<file path="src/rtl/mii_rx_consts.svh">
`ifndef MII_RX_CONSTS_SVH
`define MII_RX_CONSTS_SVH
// system clock rate and output clock rates in kHz
`define SYS_CLK_KHZ      32'd10000
`define RX_CLK_10M_KHZ   32'd2500
`define RX_CLK_100M_KHZ  32'd25000
// half-period counts; 100 Mbit/s cannot go below one cycle at this rate
`define HALF_10M_CYC     ((`SYS_CLK_KHZ / `RX_CLK_10M_KHZ) / 2)
`define HALF_100M_CYC    32'd1
// delimiter and idle nibble codes on the symbol side
`define SYM_J            5'h18
`define SYM_K            5'h11
`define SYM_T            5'h0d
`define SYM_R            5'h07
`define SYM_IDLE         5'h1f
`define BUF_DEPTH        2
`endif

</file>
<file path="src/rtl/mii_rx_pkg.sv">
package mii_rx_pkg;
  typedef enum logic [3:0] {
    RX_IDLE  = 4'b0001,
    RX_GOT_J = 4'b0010,
    RX_DATA  = 4'b0100,
    RX_GOT_T = 4'b1000
  } rx_state_e;

  typedef struct packed {
    logic [3:0] nib;
    logic       err;
  } rx_word_s;

  typedef struct packed {
    logic [3:0] rxd;
    logic       dv;
    logic       er;
  } mii_rx_out_s;
endpackage

</file>
<file path="src/rtl/rx_word_buffer.sv">
`timescale 1ns/1ps
`include "mii_rx_consts.svh"
module rx_word_buffer
  import mii_rx_pkg::*;
(
  input  wire logic     i_clk,
  input  wire logic     i_srst,
  input  wire logic     i_in_valid,
  input  wire rx_word_s i_in_data,
  output logic          o_in_ready,
  output logic          o_out_valid,
  output rx_word_s      o_out_data,
  input  wire logic     i_out_ready
);
  typedef struct packed {
    rx_word_s [1:0] mem;
    logic           wp;
    logic           rp;
    logic [1:0]     cnt;
  } buf_s;
  buf_s s_q;
  buf_s s_d;
  logic push;
  logic pop;

  always_comb begin
    s_d  = s_q;
    push = i_in_valid && (s_q.cnt != 2'd2);
    pop  = i_out_ready && (s_q.cnt != 2'd0);
    if (push) begin
      s_d.mem[s_q.wp] = i_in_data;
      s_d.wp          = ~s_q.wp;
    end
    if (pop) begin
      s_d.rp = ~s_q.rp;
    end
    s_d.cnt = s_q.cnt + {1'b0, push} - {1'b0, pop};
  end

  always_ff @(posedge i_clk) begin
    if (i_srst) begin
      s_q <= '0;
    end else begin
      s_q <= s_d;
    end
  end

  assign o_in_ready  = (s_q.cnt != 2'd2);
  assign o_out_valid = (s_q.cnt != 2'd0);
  assign o_out_data  = s_q.mem[s_q.rp];
endmodule

</file>
<file path="src/rtl/mii_clk_gen.sv">
`timescale 1ns/1ps
`include "mii_rx_consts.svh"
module mii_clk_gen (
  input  wire logic i_clk,
  input  wire logic i_srst,
  input  wire logic i_speed_100,
  input  wire logic i_realign,
  output logic      o_clk_level,
  output logic      o_rise
);
  typedef struct packed {
    logic [7:0] cnt;
    logic       lvl;
    logic       rise;
  } gen_s;
  gen_s s_q;
  gen_s s_d;
  logic [7:0] half;

  always_comb begin
    half = i_speed_100 ? 8'(`HALF_100M_CYC) : 8'(`HALF_10M_CYC);
    s_d      = s_q;
    s_d.rise = 1'b0;
    if (i_realign) begin
      s_d.cnt = 8'h00;
      s_d.lvl = 1'b0;
    end else if (s_q.cnt + 8'h01 >= half) begin
      s_d.cnt  = 8'h00;
      s_d.lvl  = ~s_q.lvl;
      s_d.rise = ~s_q.lvl;
    end else begin
      s_d.cnt = s_q.cnt + 8'h01;
    end
  end

  always_ff @(posedge i_clk) begin
    if (i_srst) begin
      s_q <= '0;
    end else begin
      s_q <= s_d;
    end
  end

  assign o_clk_level = s_q.lvl;
  assign o_rise      = s_q.rise;
endmodule

</file>
<file path="src/rtl/mii_rx_clock_block.sv">
`timescale 1ns/1ps
`include "mii_rx_consts.svh"
// Contract
// - receive clock is 2.5 MHz at 10 Mbit/s and 25 MHz at 100 Mbit/s; code gives 5 MHz at 100 Mbit/s
// - at 10 Mbit/s receive clock recovered from line stream edges
// - at 10 Mbit/s clock keeps running after stream ends, last packet timing
// - at 100 Mbit/s clock follows line while link carries data or idle
// - at 100 Mbit/s without link, clock comes from reference clock
// - at 10 Mbit/s source switches only between carrier rise and valid rise
// - at 10 Mbit/s lock may shift clock phase up to 360 degrees
// - at 100 Mbit/s link bring-up may shift clock phase up to 360 degrees
// - at 10 Mbit/s clock realigns once per packet
// - at 100 Mbit/s clock realigns once, at link establishment
// - receive clock and receive error outputs gated by tristate control
// - nibble bit zero is least significant, bit three most significant
// - while valid is high, nibble updates on receive clock rising edges
// - valid rises only after start delimiter pair detected
// - valid falls after end delimiter pair or signal error
// - valid changes only in step with receive clock
// - receive error unused at 10 Mbit/s
// - at 100 Mbit/s receive error raised on errors within valid frame
// - at 100 Mbit/s receive error raised on false carrier
// - receive error changes only in step with receive clock
// - transmit clock 2.5 MHz at 10 Mbit/s and 25 MHz at 100 Mbit/s; code gives 5 MHz at 100 Mbit/s
// - carrier on rx or tx in half duplex; rx only in full duplex/repeater
module mii_rx_clock_block
  import mii_rx_pkg::*;
(
  input  wire logic       i_clk,
  input  wire logic       i_srst,
  input  wire logic       i_speed_100,
  input  wire logic       i_full_duplex,
  input  wire logic       i_repeater,
  input  wire logic       i_line_clk,
  input  wire logic       i_line_act,
  input  wire logic       i_link_up,
  input  wire logic [4:0] i_sym,
  input  wire logic       i_sym_err,
  input  wire logic       i_tx_act,
  input  wire logic       i_receive_output_tristate_control,
  output logic            o_rx_clk,
  output logic            o_rx_clk_oe,
  output logic [3:0]      o_rxd,
  output logic            o_rx_dv,
  output logic            o_rx_er,
  output logic            o_rx_er_oe,
  output logic            o_tx_clk,
  output logic            o_crs
);
  typedef struct packed {
    logic [1:0] line_clk_s;
    logic [1:0] line_act_s;
    logic [1:0] link_s;
    logic [1:0] tri_s;
    logic [1:0] tx_act_s;
    logic [4:0] sym_s0;
    logic [4:0] sym_s1;
    logic [1:0] sym_err_s;
    logic       line_clk_d;
    logic       crs_d;
    logic       locked;
    logic       link_aligned;
    logic       fc_pend;
    rx_state_e  st;
    logic [3:0] rxd;
    logic       dv;
    logic       er;
    logic       rx_clk;
    logic       rx_clk_oe;
    logic       er_oe;
    logic       tx_clk;
    logic       crs;
  } top_s;
  top_s s_q;
  top_s s_d;

  logic     line_rise;
  logic     realign;
  logic     rx_lvl;
  logic     rx_rise;
  logic     tx_lvl;
  logic     sym_stb;
  logic     buf_ready;
  logic     out_valid;
  rx_word_s in_word;
  rx_word_s out_word;
  logic     rx_act;
  logic     is_j;
  logic     is_k;
  logic     is_t;
  logic     is_idle;
  logic     word_push;
  logic     false_carrier;
  logic     crs_rx;
  logic     crs_tx;

  // receive clock: realigned by realign pulse, free running otherwise
  mii_clk_gen u_rx_gen (
    .i_clk       (i_clk),
    .i_srst      (i_srst),
    .i_speed_100 (i_speed_100),
    .i_realign   (realign),
    .o_clk_level (rx_lvl),
    .o_rise      (rx_rise)
  );

  // transmit clock from reference, never realigned
  mii_clk_gen u_tx_gen (
    .i_clk       (i_clk),
    .i_srst      (i_srst),
    .i_speed_100 (i_speed_100),
    .i_realign   (1'b0),
    .o_clk_level (tx_lvl),
    .o_rise      ()
  );

  rx_word_buffer u_buf (
    .i_clk       (i_clk),
    .i_srst      (i_srst),
    .i_in_valid  (word_push),
    .i_in_data   (in_word),
    .o_in_ready  (buf_ready),
    .o_out_valid (out_valid),
    .o_out_data  (out_word),
    .i_out_ready (rx_rise)
  );

  always_comb begin
    s_d            = s_q;
    s_d.line_clk_s = {s_q.line_clk_s[0], i_line_clk};
    s_d.line_act_s = {s_q.line_act_s[0], i_line_act};
    s_d.link_s     = {s_q.link_s[0], i_link_up};
    s_d.tri_s      = {s_q.tri_s[0], i_receive_output_tristate_control};
    s_d.tx_act_s   = {s_q.tx_act_s[0], i_tx_act};
    // symbol bus is steady around the line clock rise, so two flops suffice
    s_d.sym_s0     = i_sym;
    s_d.sym_s1     = s_q.sym_s0;
    s_d.sym_err_s  = {s_q.sym_err_s[0], i_sym_err};
    s_d.line_clk_d = s_q.line_clk_s[1];
    line_rise      = s_q.line_clk_s[1] && !s_q.line_clk_d;
    sym_stb        = line_rise && buf_ready;
    rx_act         = s_q.line_act_s[1];
    in_word.nib    = s_q.sym_s1[3:0];
    in_word.err    = s_q.sym_err_s[1];

    is_j           = (s_q.sym_s1 == `SYM_J);
    is_k           = (s_q.sym_s1 == `SYM_K);
    is_t           = (s_q.sym_s1 == `SYM_T);
    is_idle        = (s_q.sym_s1 == `SYM_IDLE);
    // end delimiter closes the frame and is no data nibble
    word_push      = sym_stb && (s_q.st == RX_DATA) && !is_t;
    false_carrier  = i_speed_100 && sym_stb && (s_q.st == RX_IDLE) && !is_idle && !is_j;

    realign        = 1'b0;
    s_d.crs_d      = rx_act;
    if (!i_speed_100) begin
      // one realignment per packet, after carrier rise and before valid
      if (rx_act && !s_q.crs_d) begin
        s_d.locked = 1'b0;
      end
      if (rx_act && !s_q.locked && line_rise && !s_q.dv) begin
        realign    = 1'b1;
        s_d.locked = 1'b1;
      end
      // no realign after stream end: clock keeps last packet timing
      s_d.link_aligned = 1'b0;
    end else begin
      if (!s_q.link_s[1]) begin
        s_d.link_aligned = 1'b0;
      end else if (!s_q.link_aligned && line_rise) begin
        realign          = 1'b1;
        s_d.link_aligned = 1'b1;
      end
    end
    unique case (s_q.st)
      RX_IDLE: begin
        if (sym_stb && is_j) begin
          s_d.st = RX_GOT_J;
        end
      end
      RX_GOT_J: begin
        if (sym_stb) begin
          s_d.st = is_k ? RX_DATA : RX_IDLE;
        end
      end
      RX_DATA: begin
        if (sym_stb && (is_t || s_q.sym_err_s[1])) begin
          s_d.st = is_t ? RX_GOT_T : RX_IDLE;
        end
      end
      RX_GOT_T: begin
        if (sym_stb) begin
          s_d.st = RX_IDLE;
        end
      end
      default: s_d.st = RX_IDLE;
    endcase
    if (rx_rise) begin
      s_d.dv  = out_valid;
      if (out_valid) begin
        s_d.rxd = out_word.nib;
      end
      if (!i_speed_100) begin
        s_d.er = 1'b0;
      end else begin
        s_d.er = (out_valid && out_word.err) || s_q.fc_pend;
      end
    end

    // false carrier held until the next receive clock rise; a new one wins
    if (rx_rise) begin
      s_d.fc_pend = 1'b0;
    end
    if (false_carrier) begin
      s_d.fc_pend = 1'b1;
    end

    s_d.rx_clk    = rx_lvl;
    s_d.tx_clk    = tx_lvl;
    s_d.rx_clk_oe = !s_q.tri_s[1];
    s_d.er_oe     = !s_q.tri_s[1];
    crs_rx        = rx_act;
    crs_tx        = !i_full_duplex && !i_repeater && s_q.tx_act_s[1];
    s_d.crs       = crs_rx || crs_tx;
  end

  always_ff @(posedge i_clk) begin
    if (i_srst) begin
      s_q    <= '0;
      s_q.st <= RX_IDLE;
    end else begin
      s_q <= s_d;
    end
  end

  assign o_rx_clk    = s_q.rx_clk;
  assign o_rx_clk_oe = s_q.rx_clk_oe;
  assign o_rxd       = s_q.rxd;
  assign o_rx_dv     = s_q.dv;
  assign o_rx_er     = s_q.er;
  assign o_rx_er_oe  = s_q.er_oe;
  assign o_tx_clk    = s_q.tx_clk;
  assign o_crs       = s_q.crs;
endmodule

</file>
<file path="config.mk">
export PLATFORM = sky130hd
export DESIGN_NAME = mii_rx_clock_block
export DESIGN_NICKNAME = d
export VERILOG_FILES = /design/src/rtl/mii_rx_pkg.sv /design/src/rtl/rx_word_buffer.sv /design/src/rtl/mii_clk_gen.sv /design/src/rtl/mii_rx_clock_block.sv
export VERILOG_INCLUDE_DIRS = /design/src /design/src/rtl
export SDC_FILE = /design/constraint.sdc
export NUM_CORES = 1
export LEC_CHECK = 0
export BUFFER_PORTS_ARGS = -buffer_cell sky130_fd_sc_hd__buf_2
export CAP_MARGIN = 5
export CORE_ASPECT_RATIO = 1.1
export CORE_MARGIN = 3
export CORE_UTILIZATION = 62
export CTS_CLUSTER_DIAMETER = 150
export DETAILED_ROUTE_END_ITERATION = 7
export HOLD_SLACK_MARGIN = 0.02
export PLACE_DENSITY = 0.89
export SYNTH_ARGS = -nofsm -noshare
export SYNTH_HDL_FRONTEND = slang
export SYNTH_SLANG_ARGS = --single-unit
export TNS_END_PERCENT = 50
</file>
<file path="constraint.sdc">
create_clock -name i_clk -period 5.16 [get_ports i_clk]
set_clock_uncertainty 0.15 [all_clocks]
set_input_delay 1.032 -clock i_clk [delete_from_list [all_inputs] [get_ports i_clk]]
set_output_delay 1.032 -clock i_clk [all_outputs]
set_load 0.02 [all_outputs]
</file>
; ---- Yosys cells after proc, flatten, opt, wreduce, memory -nomap -nowiden
; Cells that the tools add are included.
[totals]
input_bits = 16
elab_cells = 130
regBits = 74
out_inout_bits = 11
[op_classes]
eq_ne = 13
n_mux = 22
n_lt_le_gt_ge = 5
n_addsub = 4
n_bitwise = 7
n_reduce_logical = 46
[ops]
columns = op, n
row1 = $logic_and A1 B1 Y1, 21
row2 = $mux W4, 5
row3 = $add A8 B1 Y8 const B, 2
row4 = $ge A8 B8 Y1, 2
row5 = $pmux W4 S4, 1
row6 = $eq A5 B5 Y1 const B, 3
row7 = $mux W5, 3
row8 = $logic_not A1 Y1, 11
row9 = $bwmux W10, 1
row10 = $mux W1, 9
row11 = $reduce_or A3 Y1, 3
row12 = $not A1 Y1, 7
row13 = $ne A2 B2 Y1 const B, 3
row14 = $reduce_bool A2 Y1, 3
row15 = $demux W5 S1, 1
row16 = $eq A5 B4 Y1 const B, 1
row17 = $eq A4 B1 Y1 const B, 1
row18 = $eq A4 B2 Y1 const B, 1
row19 = $eq A4 B3 Y1 const B, 1
row20 = $eq A4 B4 Y1 const B, 1
row21 = $lt A1 B2 Y1 const B, 2
row22 = $ne A2 B1 Y1 const B, 2
row23 = $reduce_and A2 Y1, 2
row24 = $reduce_and A4 Y1, 1
row25 = other kinds (7), 10

; ---- Logic depth before layout (Yosys ltp)
[logic_depth]
ltp_word = 8
depth_mapped = 8
depth_no_buf = 7

; ---- By module
; Synthesis repeated with hierarchy kept, for this count alone.
[unflattened]
cells_unflattened = 302
area_unflattened_um2 = 2956.6
[modules_own_cells]
columns = mod, seq_area_each_um2, area_per_inst_um2, cells_per_inst, instances
row1 = mii_rx_clock_block, 820.8, 1482.7, 156, 1
row2 = rx_word_buffer, 280.3, 743.2, 82, 1
row3 = mii_clk_gen, 200.2, 365.4, 32, 2

; ---- Worst setup path before layout
; No wires, ideal clock.
[synth_timing]
path_type = input-to-reg
from = in i_speed_100
to = reg u_rx_gen.s_q (netlist bit u_rx_gen.o_clk_level)
cell_stages = 5
setup_time_ps = 121
n_path_buf = 0
required_time_ps = 4889
path_slack_ps = 2433
arrival_time_ps = 2456
path_cell_list = ha_1 -> nand2b_1 -> a221o_1 -> nor4_1 -> mux2_2
[synth_via]
elab_chain_len = 2
elab_cells_between_ends = 4
classes_between = order compare (1) / mux (2) / reduce/logical (1)
[synth_rtl]
columns = element, line
row1 = from (decl), mii_rx_clock_block.sv:31  ; input wire logic i_speed_100,
row2 = $mux W2 or $mux W1 (tied branches), "mii_clk_gen.sv:21, mii_rx_clock_block.sv:156"
row3 = $ge A8 B8 Y1 or $reduce_or A2 Y1 (tied branches), n/a
row4 = to (signal assigned), mii_clk_gen.sv:38  ; s_q <= '0;
row5 = to (signal assigned), mii_clk_gen.sv:40  ; s_q <= s_d;
row6 = to (decl), mii_clk_gen.sv:16  ; gen_s s_q;
; Parallel ways exist; a longest one is shown, timed or not.
; A chain may end at the register's enable or synchronous reset.

; ---- Worst setup path after layout
; Same ends and word-level chain as after synthesis.

==> metrics.md <==
| Metric | Value |
|---|---|
| Starting Density | `65.4%` |
| Sequential-to-total area share from yosys stat | `52.1%` |
| Simple-gate area share of the yosys netlist | `23.2%` |
| Die H | `77.1 um` |
| Distinct cells, synth | `47` |
| Worst path top cell family by delay | `simple AND/OR/NAND/NOR gates` |
| WHS | `0.237 ns` |
| Status | `finished clean` |
| Crit path max-delay cell type | `nor4_1` |
| Synth Area per Inst | `10.2 sq um` |
| Num CTS Buffers | `9` |
| GPL Wtd Cong | `0.805` |
| Largest net degree at the start of global routing | `61` |
| Worst slew pin tran | `0.986 ns` |
| Setup Fix Bufs, Post-CTS | `0` |
| Fin. Hold Viols | `0` |
| Register bit total from synthesis | `74` |
| XOR/XNOR Fraction of Synth Area | `3.08%` |
| Share of cells above drive strength 1 | `15.9%` |
| Cells along the critical path | `buf_2 -> ha_1 -> nand2b_1 -> a221o_1 -> nor4_1 -> mux2_2` |
| Worst IR Drop VDD | `290 uV` |
| TNS Setup | `0 ns` |
| Fin. max-slew vios | `0` |
| Drt first pass iters | `4` |
| GR Overflow Total | `0` |
| Ratio of final minimum period to clock period | `55.6%` |
| Asr flop ratio synth | `0%` |
| Die Wd | `70.6 um` |
| CTS max path bufs | `2` |
| Critical Path RT | `5.25 ns` |
| Met2 usage | `33.2%` |
| Met1 Use GR | `25.0%` |
| Core area | `0.00435 sq mm` |
| Post-CTS sizing | `0` |
| Max_slew headroom | `34.2%` |
| Via count | `1995` |
| Worst Path Max Fanout | `8` |
| CTS sink count | `74` |
| Initial antenna violation count | `0` |
| Vias in the first global route | `1928` |
| # setup viols final | `0` |
| Synthesized area | `0.00285 sq mm` |
| Row count | `25` |
| GRT Total Usage | `21.0%` |
| Clock-pin slew on the worst setup and hold paths | `0.07 ns` |
| Die area | `0.00544 sq mm` |
| CP arrival | `2.96 ns` |
| CP startpoint kind | `input port` |
| Synth Instances | `279` |
| First-pass GRT wire length | `8790 um` |
| Yosys warnings | `0` |
| Cts hold-fix bufs | `0` |
| Worst setup EP type | `flip-flop` |
| Area Growth Syn to Fin | `12.7%` |
| Crit-path max cell delay | `0.55 ns` |
| CTS tree | `yes` |
| Root Driver | `clkbuf_8` |
| Fmax | `348 MHz` |
| Nets@finish | `334` |
| H-Tree Depth | `3` |
| Synth Area in Compound Gates | `7.43%` |
| Port Buffer Count | `26` |
| Leakage | `1.33 nW` |
| Clock Latency Late Sink | `0.34 ns` |
| Grt met3 use | `5.77%` |
| Min-delay worst type | `reg -> reg` |
| Filler instances | `310` |
| Io pins | `27` |
| Largest family of logic cells by synthesized area | `simple AND/OR/NAND/NOR gates` |
| Critical path class | `in -> reg` |
| Remaining DRCs | `0` |
| Total Wirelength | `4940 um` |
| Placed wire-length estimate | `3200 um` |
| Via/cell ratio | `5.41` |
| CP bufs+invs | `1` |
| Post-synthesis adder-cell area fraction | `3.52%` |
| Final ANT Viol Nets | `0` |
| Ant diodes | `0` |
| Period minus WS final | `2.87 ns` |
| RSZ-0062 raised after global routing | `false` |
| Drt wl/cell | `13.4 um` |
| Initial drt markers | `160` |
| Post-synthesis mux area share | `6.07%` |
| Cell Pwr Density | `377 mW/mm^2` |
| Number of max-cap violations | `0` |
| Grt peak-use layer | `met2` |
| Dominant register cell in the synthesized netlist | `dfxtp_1` |
| Number of synthesized flops with an enable pin | `0` |
==> synthesized netlist by cell type (all sizes together) (2+ instances only) <==
library cell	count	area, sq um
inv	6	22.5
nand2	9	33.8
or3	3	18.8
nor4	4	25.0
ha	8	100
mux2i	15	150
nor4b	4	50.1
nand4	3	18.8
o21ai	5	25.0
nand2b	5	31.3
nor2b	26	163
nor3b	4	30.0
clkbuf	7	26.3
nor2	33	124
and3	5	31.3
xnor2	6	52.6
a311oi	2	17.5
and2b	2	17.5
nor3	5	25.0
o211ai	2	15.0
a21oi	11	55.1
nand3	2	10.0
dfxtp	74	1480
mux2	2	22.5
and4	3	26.3
a211oi	4	30.0
buf	10	80.1
xor2	4	35.0
==> state kept, by name (all words and copies together) (netlist names) <==
| name | cells |
|---|---|
| o_rxd | 4 |
| in_word | 5 |
| u_tx_gen.s_q | 8 |
| u_rx_gen.o_rise | 1 |
| s_d | 12 |
| o_rx_er_oe | 1 |
| o_crs | 1 |
| u_buf.s_q | 14 |
| crs_rx | 1 |
| o_rx_dv | 1 |
| u_tx_gen.o_clk_level | 1 |
| s_q | 13 |
| o_tx_clk | 1 |
| u_rx_gen.s_q | 8 |
| o_rx_clk | 1 |
| u_rx_gen.o_clk_level | 1 |
| o_rx_er | 1 |
==> power by group <==
| part | internal [mW] | switching (mW) | total (mW) |
|---|---|---|---|
| registers | 0.595 | 0.0254 | 0.621 |
| logic | 0.0438 | 0.0505 | 0.0943 |
| clock network | 0.286 | 0.207 | 0.493 |
==> worst paths after layout <==
kind / startpoint / to / slack [ns] / depth (start not counted)
max: i_speed_100 / u_rx_gen.o_clk_level$_SDFFE_PP0P_ / 2.29 / 6
min: s_q[35]$_SDFF_PP0_ / o_rx_er_oe$_SDFF_PP0_ / 0.24 / 1
max reg2reg: u_rx_gen.s_q[2]$_SDFF_PP0_ / u_rx_gen.o_clk_level$_SDFFE_PP0P_ / 2.65 / 5
min reg2reg: s_q[35]$_SDFF_PP0_ / o_rx_er_oe$_SDFF_PP0_ / 0.24 / 1
==> cell usage in the layout, fill, tap and decap left out, types with 3 or more instances in the layout <==
cell type and n:
nor2_1 33, nor4_1 4, mux2i_1 15, nor3_1 5, nand2b_1 5, nor2b_1 26, dfxtp_1 74, nor3b_1 4
ha_1 8, or3_1 3, nor4b_1 3, nand2_1 9, conb_1 12, and3_1 5, buf_2 26, clkbuf_8 10
a21oi_1 11, a211oi_1 4, o21ai_0 5, nand4_1 3, and4_1 3, xnor2_1 6, inv_1 6, xor2_1 4
==> through the flow <==
stage                     cell area [sq um]  util, %  power [mW]  std cells  setup WS (ns)
after floorplan                        2890        -       0.707        290           2.43
after global placement                 2980     68.5       0.719        353           2.18
after detailed placement               2980     68.5       0.724        353           2.01
after CTS                              3210     73.7        1.22        369           2.33
after global routing                   3210     73.7        1.26        369           2.26
final                                  3210     73.7        1.21        369           2.29
==> kinds of logic after synthesis <==
logic type / Yosys count
and+or+nand+nor: 114
DFF: 74
AOI/OAI and AO/OA: 32
buffers and inverters: 23
muxes: 17
xor gates and xnor gates: 10
adders and majority gates: 8
other: 1
==> layer usage <==
layer / part of all wire [%] / vias to the layer above
met4: 3.1 / 0
li1: - / 1017
met2: 49 / 55
met3: 5.9 / 14
met5: 0 / -
met1: 42 / 909
==> layout make-up <==
type,count,area [sq um],area share [%]
flip-flops and latches,74,1480,46.2
inverters,6,22.5,0.703
clock buffers,10,138,4.29
multi-input cells,193,1280,39.8
well taps,54,67.6,2.11
repair buffers,26,130,4.06
clock inverters,6,90.1,2.81
Note: power is estimated with default switching activity, not from simulation.
